**src/pkg/rst_pkg.sv**
```systemverilog
// Constants and types for the reset initial-state sequencer
package rst_pkg;
  localparam int AW = 8;
  localparam int DW = 8;
  // Register offsets
  localparam logic [AW-1:0] REG_WDOG   = 8'h00;
  localparam logic [AW-1:0] REG_RFLAGS = 8'h04;
  localparam logic [AW-1:0] REG_STATUS = 8'h08;
  localparam logic [AW-1:0] REG_INTEN  = 8'h0c;
  localparam logic [AW-1:0] REG_TIMER  = 8'h10;
  localparam logic [AW-1:0] REG_PDATA  = 8'h14;
  localparam logic [AW-1:0] REG_PDIR   = 8'h18;
  localparam logic [AW-1:0] REG_ISTAT  = 8'h1c;
  localparam logic [AW-1:0] REG_IMASK  = 8'h20;
  // Reset values and fields
  localparam logic [DW-1:0] WDOG_RST = 8'h53;
  localparam logic [DW-1:0] PORT_RST = 8'hff;
  localparam logic [DW-1:0] ZERO8    = 8'h00;
  localparam logic [4:0]    KEY_A    = 5'h0a;
  localparam logic [4:0]    KEY_B    = 5'h15;
  localparam int KEY_LSB = 3;
  localparam int TMO_BIT   = 5;
  localparam int PWRDN_BIT = 4;
  localparam int UVF_BIT = 2;
  localparam int SWF_BIT = 0;
  localparam int IRQ_N   = 4;
  localparam logic [3:0] STACK_TOP = 4'h0;
  // Delay before a bad watchdog key resets the device
  localparam int CLK_PERIOD_NS = 4;
  localparam int SRESET_NS     = 1000;
  localparam int SRESET_CYC_I  =
    (SRESET_NS + CLK_PERIOD_NS - 1) / CLK_PERIOD_NS;
  localparam logic [7:0] SRESET_LAST = 8'(SRESET_CYC_I - 1);
  localparam logic [7:0] CNT_ZERO    = 8'h00;
  localparam logic [7:0] CNT_ONE     = 8'h01;

  typedef enum logic [1:0] {
    MODE_FAST  = 2'b00,
    MODE_SLOW  = 2'b01,
    MODE_IDLE  = 2'b10,
    MODE_SLEEP = 2'b11
  } mode_e;

  typedef enum logic {
    SEQ_RUN      = 1'b0,
    SEQ_KEY_WAIT = 1'b1
  } seq_e;

  // Reset commands to the core: full re-init, or PC/SP clear only
  typedef struct packed {
    logic full;
    logic pc_sp;
  } rst_cmd_s;

  // Status register reset flags
  typedef struct packed {
    logic wdt_timeout_flag;
    logic power_down_flag;
  } flags_s;
endpackage

```
**src/hw/rst_seq.sv**
```systemverilog
// Reset initial-state sequencer with register port and interrupt
//
// The implementer's own choices: the register offsets and strobed register access.
`timescale 1ns/100ps
// Behaviour
// - Run-mode watchdog timeout: reset, timeout flag set
// - Sleep watchdog timeout: clear PC/SP, keep rest
// - Power-on clears timeout and power-down flags
// - Undervoltage reset keeps both flags
// - Sleep watchdog timeout sets both flags
// - Reset disables all interrupt sources
// - Reset clears watchdog, starts it, control 0x53
// - Reset switches all timers off
// - Reset makes ports inputs, data all ones
// - Reset points stack pointer at stack top
// - Per-type reset values; sleep keeps contents
// - Bad watchdog key resets after delay, flags
// - Undervoltage sets flag; only software clears
module rst_seq
  import rst_pkg::*;
(
  input  wire logic    clk,
  input  wire logic    nrst,
  input  wire logic    uv_detect,
  input  wire logic    wdt_expire,
  input  wire mode_e   core_mode,
  input  wire logic    enter_halt,
  input  wire logic [AW-1:0] addr,
  input  wire logic [DW-1:0] wdata,
  input  wire logic    wr_en,
  input  wire logic    rd_en,
  output logic [DW-1:0] rdata_r,
  output rst_cmd_s     rst_cmd_r,
  output flags_s       flags_r,
  output logic         wdt_run_r,
  output logic         wdt_clear_r,
  output logic [3:0]   stack_ptr_r,
  output logic [DW-1:0] int_enable_r,
  output logic [DW-1:0] timer_ctrl_r,
  output logic [DW-1:0] port_data_r,
  output logic [DW-1:0] port_dir_r,
  output logic         irq_r
);
  logic          uv_s0_r, uv_s1_r, uv_s2_r;
  logic          sleepish, uv_evt, wrun_evt, wslp_evt, key_evt, full;
  logic          key_ok_nxt, wr_hit_wdog;
  seq_e          seq_r, seq_nxt;
  logic [7:0]    cnt_r, cnt_nxt;
  logic [DW-1:0] wdog_r, wdog_nxt;
  logic          uvf_r, uvf_nxt, swf_r, swf_nxt;
  flags_s        flags_nxt;
  rst_cmd_s      cmd_nxt;
  logic [DW-1:0] inten_nxt, timer_nxt, pdata_nxt, pdir_nxt, rdata_nxt;
  logic [3:0]    sp_nxt;
  logic [IRQ_N-1:0] istat_r, istat_nxt, imask_r, imask_nxt, iev;
  logic          irq_nxt, wrun_nxt, wclr_nxt;

  // Detector level is analog-side, so it is synchronised first
  always_ff @(posedge clk or negedge nrst) begin
    if (!nrst) begin
      uv_s0_r <= 1'b0;
      uv_s1_r <= 1'b0;
      uv_s2_r <= 1'b0;
    end else begin
      uv_s0_r <= uv_detect;
      uv_s1_r <= uv_s0_r;
      uv_s2_r <= uv_s1_r;
    end
  end

  // Event decode; undervoltage watch is off in idle and sleep
  always_comb begin
    sleepish = (core_mode == MODE_IDLE) || (core_mode == MODE_SLEEP);
    uv_evt   = uv_s1_r && !uv_s2_r && !sleepish;
    wrun_evt = wdt_expire && !sleepish;
    wslp_evt = wdt_expire && sleepish;
    key_evt  = (seq_r == SEQ_KEY_WAIT) && (cnt_r == SRESET_LAST);
    full     = uv_evt || wrun_evt || key_evt;
    wr_hit_wdog = wr_en && (addr == REG_WDOG);
    iev      = {key_evt, wslp_evt, wrun_evt, uv_evt};
  end

  // Bad-key delay sequencer
  always_comb begin
    seq_nxt = seq_r;
    cnt_nxt = cnt_r;
    case (seq_r)
      SEQ_RUN: begin
        if (!full && !key_ok_nxt) begin
          seq_nxt = SEQ_KEY_WAIT;
          cnt_nxt = CNT_ZERO;
        end
      end
      SEQ_KEY_WAIT: begin
        // A later key write cannot cancel a pending reset
        if (full) begin
          seq_nxt = SEQ_RUN;
          cnt_nxt = CNT_ZERO;
        end else begin
          cnt_nxt = cnt_r + CNT_ONE;
        end
      end
      default: begin
        seq_nxt = SEQ_RUN;
        cnt_nxt = CNT_ZERO;
      end
    endcase
  end

  // Register file and per-type reset loading
  always_comb begin
    wdog_nxt  = wdog_r;
    inten_nxt = int_enable_r;
    timer_nxt = timer_ctrl_r;
    pdata_nxt = port_data_r;
    pdir_nxt  = port_dir_r;
    imask_nxt = imask_r;
    uvf_nxt   = uvf_r;
    swf_nxt   = swf_r;
    if (wr_en) begin
      case (addr)
        REG_WDOG:  wdog_nxt  = wdata;
        REG_INTEN: inten_nxt = wdata;
        REG_TIMER: timer_nxt = wdata;
        REG_PDATA: pdata_nxt = wdata;
        REG_PDIR:  pdir_nxt  = wdata;
        REG_IMASK: imask_nxt = wdata[IRQ_N-1:0];
        REG_RFLAGS: begin
          uvf_nxt = wdata[UVF_BIT];
          swf_nxt = wdata[SWF_BIT];
        end
        default: ;
      endcase
    end
    // Full resets override a write to the five registers they reload in the same cycle; IMASK and RFLAGS writes still land
    if (full) begin
      wdog_nxt  = WDOG_RST;
      inten_nxt = ZERO8;
      timer_nxt = ZERO8;
      pdata_nxt = PORT_RST;
      pdir_nxt  = PORT_RST;
    end
    // Hardware set wins over the software clear
    if (uv_evt)
      uvf_nxt = 1'b1;
    if (key_evt)
      swf_nxt = 1'b1;
    key_ok_nxt = (wdog_nxt[7:KEY_LSB] == KEY_A) ||
                 (wdog_nxt[7:KEY_LSB] == KEY_B);
  end

  // Status flags and reset commands per reset type
  always_comb begin
    flags_nxt = flags_r;
    if (enter_halt) begin
      flags_nxt.power_down_flag  = 1'b1;
      flags_nxt.wdt_timeout_flag = 1'b0;
    end
    // Undervoltage and key resets leave both flags
    if (wrun_evt)
      flags_nxt.wdt_timeout_flag = 1'b1;
    if (wslp_evt) begin
      flags_nxt.wdt_timeout_flag = 1'b1;
      flags_nxt.power_down_flag  = 1'b1;
    end
    cmd_nxt.full  = full;
    cmd_nxt.pc_sp = full || wslp_evt;
    sp_nxt   = cmd_nxt.pc_sp ? STACK_TOP : stack_ptr_r;
    wclr_nxt = full || wslp_evt;
    wrun_nxt = key_ok_nxt;
  end

  // Interrupt status clears on read; new events win
  always_comb begin
    istat_nxt = istat_r;
    if (rd_en && addr == REG_ISTAT)
      istat_nxt = '0;
    istat_nxt = istat_nxt | iev;
    irq_nxt   = |(istat_nxt & imask_nxt);
    rdata_nxt = ZERO8;
    if (rd_en) begin
      case (addr)
        REG_WDOG:   rdata_nxt = wdog_r;
        REG_RFLAGS: begin
          rdata_nxt[UVF_BIT] = uvf_r;
          rdata_nxt[SWF_BIT] = swf_r;
        end
        REG_STATUS: begin
          rdata_nxt[TMO_BIT]   = flags_r.wdt_timeout_flag;
          rdata_nxt[PWRDN_BIT] = flags_r.power_down_flag;
        end
        REG_INTEN:  rdata_nxt = int_enable_r;
        REG_TIMER:  rdata_nxt = timer_ctrl_r;
        REG_PDATA:  rdata_nxt = port_data_r;
        REG_PDIR:   rdata_nxt = port_dir_r;
        REG_ISTAT:  rdata_nxt[IRQ_N-1:0] = istat_r;
        REG_IMASK:  rdata_nxt[IRQ_N-1:0] = imask_r;
        default:    rdata_nxt = ZERO8;
      endcase
    end
  end

  // Power-on state; core is held in full reset while nrst is low
  always_ff @(posedge clk or negedge nrst) begin
    if (!nrst) begin
      seq_r        <= SEQ_RUN;
      cnt_r        <= CNT_ZERO;
      wdog_r       <= WDOG_RST;
      int_enable_r <= ZERO8;
      timer_ctrl_r <= ZERO8;
      port_data_r  <= PORT_RST;
      port_dir_r   <= PORT_RST;
      imask_r      <= '0;
      istat_r      <= '0;
      uvf_r        <= 1'b0;
      swf_r        <= 1'b0;
      flags_r      <= '0;
      rst_cmd_r    <= '1;
      stack_ptr_r  <= STACK_TOP;
      wdt_clear_r  <= 1'b1;
      wdt_run_r    <= 1'b1;
      irq_r        <= 1'b0;
      rdata_r      <= ZERO8;
    end else begin
      seq_r        <= seq_nxt;
      cnt_r        <= cnt_nxt;
      wdog_r       <= wdog_nxt;
      int_enable_r <= inten_nxt;
      timer_ctrl_r <= timer_nxt;
      port_data_r  <= pdata_nxt;
      port_dir_r   <= pdir_nxt;
      imask_r      <= imask_nxt;
      istat_r      <= istat_nxt;
      uvf_r        <= uvf_nxt;
      swf_r        <= swf_nxt;
      flags_r      <= flags_nxt;
      rst_cmd_r    <= cmd_nxt;
      stack_ptr_r  <= sp_nxt;
      wdt_clear_r  <= wclr_nxt;
      wdt_run_r    <= wrun_nxt;
      irq_r        <= irq_nxt;
      rdata_r      <= rdata_nxt;
    end
  end

  localparam int AST_KEY_MAX = SRESET_CYC_I + 1;
endmodule // rst_seq

```
**config.mk**
```make
export PLATFORM = sky130hd
export DESIGN_NAME = rst_seq
export DESIGN_NICKNAME = d
export VERILOG_FILES = /design/src/pkg/rst_pkg.sv /design/src/hw/rst_seq.sv
export SDC_FILE = /design/constraint.sdc
export NUM_CORES = 1
export LEC_CHECK = 0
export ABC_CLOCK_PERIOD_IN_PS = 1750
export CORE_MARGIN = 2
export CORE_UTILIZATION = 55
export CTS_CLUSTER_DIAMETER = 100
export DETAILED_ROUTE_END_ITERATION = 8
export DONT_BUFFER_PORTS = 1
export GPL_ROUTABILITY_DRIVEN = 0
export PLACE_DENSITY = 0.7
export SYNTH_ARGS = -nofsm -noshare
export SYNTH_HDL_FRONTEND = slang
export SYNTH_SLANG_ARGS = --single-unit
```
**constraint.sdc**
```tcl
create_clock -name clk -period 1.75 [get_ports clk]
set_input_delay 0.175 -clock clk [delete_from_list [all_inputs] [get_ports clk]]
set_output_delay 0.175 -clock clk [all_outputs]
set_load 0.03 [all_outputs]
```
# Word-level counts from Yosys, hierarchy flattened
# Cells that the tools add are included.
# Widths: inputs -> output; s select.
# word_totals
inputBits,25
out_inout_bits,51
register_bits,76
wordCells,117
# classes
n_eq_ne,14
n_reduce_logical,37
n_addsub,1
mux,40
bitwise,3
# op_table
op,count
$mux 8,18
$eq 8x5->1 const B,4
$reduce_bool 2->1,11
$eq 8x4->1 const B,2
$pmux 1 s8,2
$pmux 8 s2,1
$pmux 1 s7,2
$reduce_and 2->1,7
$mux 4,3
$pmux 2 s6,1
$pmux 2 s5,1
$mux 1,9
$add 8x1->8 const B,1
$eq 8x3->1 const B,1
$eq 8x6->1 const B,1
$eq 8x8->1 const B,1
$logic_not 8->1,1
$logic_and 1x1->1,7
$eq 5x4->1 const B,1
$eq 5x5->1 const B,1
$logic_or 1x1->1,5
$and 4x4->4,1
$eq 2x2->1 const B,2
$logic_not 1->1,4
7 further kinds,8

# Longest topological paths before layout
# logic_depth
depth_word,13
mapped_depth,8
ltp_nobuf,8

# Worst setup path after synthesis
# No wires, ideal clock.
# synth_path
path_type,flip-flop to flip-flop
from,register cnt_r[0]
to,register cnt_r[3]
n_path_buf,0
arrival_time_ns,1.691
t_required_ns,1.671
synth_period_minus_slack_ns,1.770
slack_ns,-0.020
path_stages_with_launch,8
setup_time_ns,0.079
cell_sequence,dfrtp_1 > ha_1 > nand4b_1 > o221a_2 > clkinv_1 > nor2_1 > a221oi_1 > mux2i_1
# synth_between
elab_chain_len,9
elab_cells_between_ends,14
classes_between,1 x add/sub; 4 x eq/ne; 3 x mux; 6 x reduce/logical
# synth_rtl
item,line_no,source
"start, declared",rst_seq.sv:48,"logic [7:0] cnt_r, cnt_nxt;"
"start signal, assigned",rst_seq.sv:226,cnt_r <= cnt_nxt;
$eq 8x8->1,rst_seq.sv:77,key_evt = (seq_r == SEQ_KEY_WAIT) && (cnt_r == SRESET_LAST);
$logic_and 1x1->1,rst_seq.sv:77,
$logic_or 1x1->1,rst_seq.sv:78,full = uv_evt || wrun_evt || key_evt;
$mux 8,rst_seq.sv:136,if (full) begin
$eq 5x4->1 or $eq 5x5->1 (tied branches),"rst_seq.sv:148, rst_seq.sv:149",
$logic_or 1x1->1,rst_seq.sv:148,key_ok_nxt = (wdog_nxt[7:KEY_LSB] == KEY_A) ||
$logic_not 1->1,rst_seq.sv:89,if (!full && !key_ok_nxt) begin
$logic_and 1x1->1,rst_seq.sv:89,
$ne 2x2->1 (no line),--,
# Parallel ways exist; a longest one is shown, timed or not.
# A chain may end at the register's enable or synchronous reset.

# Worst setup path after layout
# layout_path
from,register cnt_r[1]
to,register cnt_r[7]
# Same word-level chain as after synthesis.

==> impl_metrics.env <==
export IMPL_r2r_setup_slack_ps=-6
export IMPL_ant_nets=0
export IMPL_vias_per_cell=6.430
export IMPL_synth_edff_count=0
export IMPL_yosys_warnings=0
export IMPL_synth_async_reset_ratio=1.000
export IMPL_rsz0062_at_grt="yes"
export IMPL_grt_max_degree=77
export IMPL_antenna_found_initial=0
export IMPL_p_per_area_mw_per_mm2=786.2
export IMPL_fin_crit_ps=1756
export IMPL_setup_worst_path_start="cnt_r[1]"
export IMPL_n_antenna_cell=0
export IMPL_drt_iter0_markers=313
export IMPL_status="finished, violations left"
export IMPL_hold_slack_ps=-499.2
export IMPL_ys_ff_latch=76
export IMPL_clk_latency_ps=360
export IMPL_synth_area_mux_share=0.1088
export IMPL_drv_cap=0
export IMPL_portBuffers=0
export IMPL_final_common_cell="dfrtp_1"
export IMPL_hold_path_class="primary input to async pin"
export IMPL_die_w_um=87.20
export IMPL_hpwl_um=6781
export IMPL_cp_depth=9
export IMPL_drv_slew=0
export IMPL_htreeDepth=3
export IMPL_synth_top_family_by_area="simple AND/OR/NAND/NOR gates"
export IMPL_grt_pass1_vias=2965
export IMPL_fin_nets=430
export IMPL_dpl_cell_area_mm2=0.004029
export IMPL_synth_main_ff_cell="dfrtp_1"
export IMPL_synth_compound_area_share=0.1084
export IMPL_cts_buffers=9
export IMPL_synth_seq_area_share=0.5071
export IMPL_clk_pin_slew_ps=80
export IMPL_dieArea_mm2=0.007604
export IMPL_fmax_ghz=0.5694
export IMPL_crit_path_top_delay_cell="dfrtp_1"
export IMPL_cpPeakStageDelay_ps=390
export IMPL_drc=0
export IMPL_post_route_util=0.6676
export IMPL_cts_root_buf="clkbuf_8"
export IMPL_hold_violations=76
export IMPL_netlist_area_mm2=0.003807
export IMPL_firstDrtPassIters=5
export IMPL_layout_common_cells="dfrtp_1 (53), nand2_1 (44), nand3_1 (43)"
export IMPL_r2r_end="cnt_r[7]"
export IMPL_cts_sinks=76
export IMPL_fin_cells=488
export IMPL_place_inst=451
export IMPL_cts_tree="built"
export IMPL_synthToLayoutAreaGrowth_pct=18.47
export IMPL_num_io_pins=76
export IMPL_cts_buffer_depth=2
export IMPL_synth_area_per_cell_um2=10.64
export IMPL_layout_drive_gt1_share=0.2770
export IMPL_critPathBufInv=3
export IMPL_crit_required_ps=1980
export IMPL_reg2reg_from="cnt_r[1]"
export IMPL_syn_inst=358
export IMPL_die_h_um=87.20
export IMPL_rr_worst_depth=9
export IMPL_wl_per_cell_um=21.53
export IMPL_violations="hold timing, setup timing"
export IMPL_layout_setup_ws_ps=-6.318
export IMPL_startpoint_type="flop"
export IMPL_fin_skew_ps=9.695
export IMPL_initial_core_util=0.5635
export IMPL_crit_path_end="cnt_r[7]"
export IMPL_grt_overflow_total=0
export IMPL_synthXorXnorAreaFrac=0
export IMPL_num_rows=30
export IMPL_period_share=1.004
export IMPL_vias=3138
export IMPL_path_class="flop to flop"
export IMPL_grt_pass1_wl_um=15860
export IMPL_synthAdderAreaFrac=0.006572
export IMPL_grt_total_usage=0.2802
export IMPL_max_vdd_ir_drop_uv=524.1
export IMPL_slew_headroom=0.3701
export IMPL_synth_simple_area_share=0.2264
export IMPL_setup_violations=2
export IMPL_path_cells="inv_2 > ha_4 > nand4b_1 > o221a_4 > inv_4 > buf_6 > nor3_4 > a211oi_2 > mux2i_1"
export IMPL_final_area_mm2=0.004511
export IMPL_ys_types=63
export IMPL_critPathArrivalTime_ps=1990
export IMPL_path_max_fanout=5
export IMPL_routed_wl_um=10510
export IMPL_core_area_mm2=0.006756
export IMPL_tightestPinTransition_ps=941.8
export IMPL_path_delay_family="compound AO/OA/AOI/OAI gates"
export IMPL_cp_end_kind="flop"
export IMPL_leakage_nw=2.060
-- sequential cells by signal, indices dropped and copies added (netlist names) --
register and flops:
wdt_clear_r 1, uv_s1_r 1, flags_r 2, uv_s0_r 1, uv_s2_r 1, cnt_r 8
istat_r 4, wdt_run_r 1, rdata_r 8, int_enable_r 8, imask_r 4, irq_r 1
port_dir_r 8, uvf_r 1, rst_cmd_r 1, port_data_r 8, wdog_r 8, timer_ctrl_r 8
seq_r 1, swf_r 1
-- area by class of cell --
cell class / count / area [um2]
fill: 526 / 2246
sequential: 76 / 1931
multi-input combinational: 255 / 1826
timing repair buffer: 52 / 437.9
clock buffer: 12 / 155.1
tap: 80 / 100.1
inverter: 9 / 36.28
clock inverter: 4 / 25.02
-- per-layer routing --
metal	global-route usage	vias to the layer above	wire length (um)
met2	0.4136	179	4883
li1	-	1398	-
met3	0.06825	29	952
met4	0.1259	0	317
met1	0.3922	1532	4355
met5	0	-	0
-- per-stage QoR --
step | power, mW | setup WS, ps | hold slack, ps | TNS [ps]
finish | 3.546 | -6.318 | -499.2 | -10.89
global route | 3.678 | -135.9 | -507.9 | -933.1
CTS | 3.487 | 27.44 | -499.3 | 0
detailed placement | 2.219 | -59.14 | -117.6 | -371.5
global placement | 2.205 | -16.24 | -117.7 | -51.20
floorplan | 2.132 | 29.35 | -120.6 | 0
-- synth_stat cells (3+ instances only) --
master | instances | share of area
mux2_2 | 5 | 0.015
and2_2 | 3 | 0.0059
o21ai_1 | 3 | 0.0039
nand3_1 | 43 | 0.057
clkbuf_1 | 11 | 0.011
a221oi_1 | 7 | 0.016
dfrtp_1 | 53 | 0.35
o21ai_0 | 6 | 0.0079
nor2_1 | 21 | 0.021
nor3_1 | 6 | 0.0079
a31oi_1 | 5 | 0.0082
nand2_1 | 44 | 0.043
inv_1 | 7 | 0.0069
nor4bb_1 | 4 | 0.011
a22oi_1 | 8 | 0.016
buf_4 | 5 | 0.0099
dfstp_2 | 23 | 0.16
mux2i_1 | 29 | 0.076
a21oi_1 | 15 | 0.020
or3_1 | 3 | 0.0049
-- report_power, final --
part / leakage, nW / switching (mW) / internal, mW / total (mW)
combinational: 1.04 / 0.206 / 0.193 / 0.399
sequential: 0.935 / 0.0763 / 1.83 / 1.90
clock: 0.0884 / 0.658 / 0.588 / 1.25
total: 2.06 / 0.940 / 2.61 / 3.55
-- what timing repair did --
action                                 4_1_cts  5_1_grt
setup buffers                                0        6
gates resized for setup                      2       19
endpoints found under the hold margin      132       77
setup endpoints to repair                    6       19
pin swaps                                    0        7
hold buffers                                15        1
-- worst min-delay path by stage --
stage / to / start / slack [ps] / depth (start not counted)
2_1_floorplan: cnt_r[0] / nrst / -120 / 0
3_3_place_gp: uvf_r / nrst / -120 / 0
3_5_place_dp: imask_r[2] / nrst / -120 / 0
4_1_cts: imask_r[2] / nrst / -500 / 0
5_1_grt: rdata_r[0] / nrst / -510 / 0
6_report: rdata_r[0] / nrst / -500 / 0
-- kinds of logic (layout without fill, tap and decap cells) --
logic type               Yosys count  in the layout
buffers and inverters             30             77
other                              1              4
AND/OR/NAND/NOR                  152            152
flip-flops                        76             76
adder cells (fa/ha/maj)            2              2
multiplexers                      37             37
AO/OA/AOI/OAI                     60             60
No activity file was read; power rests on OpenSTA's default activity.
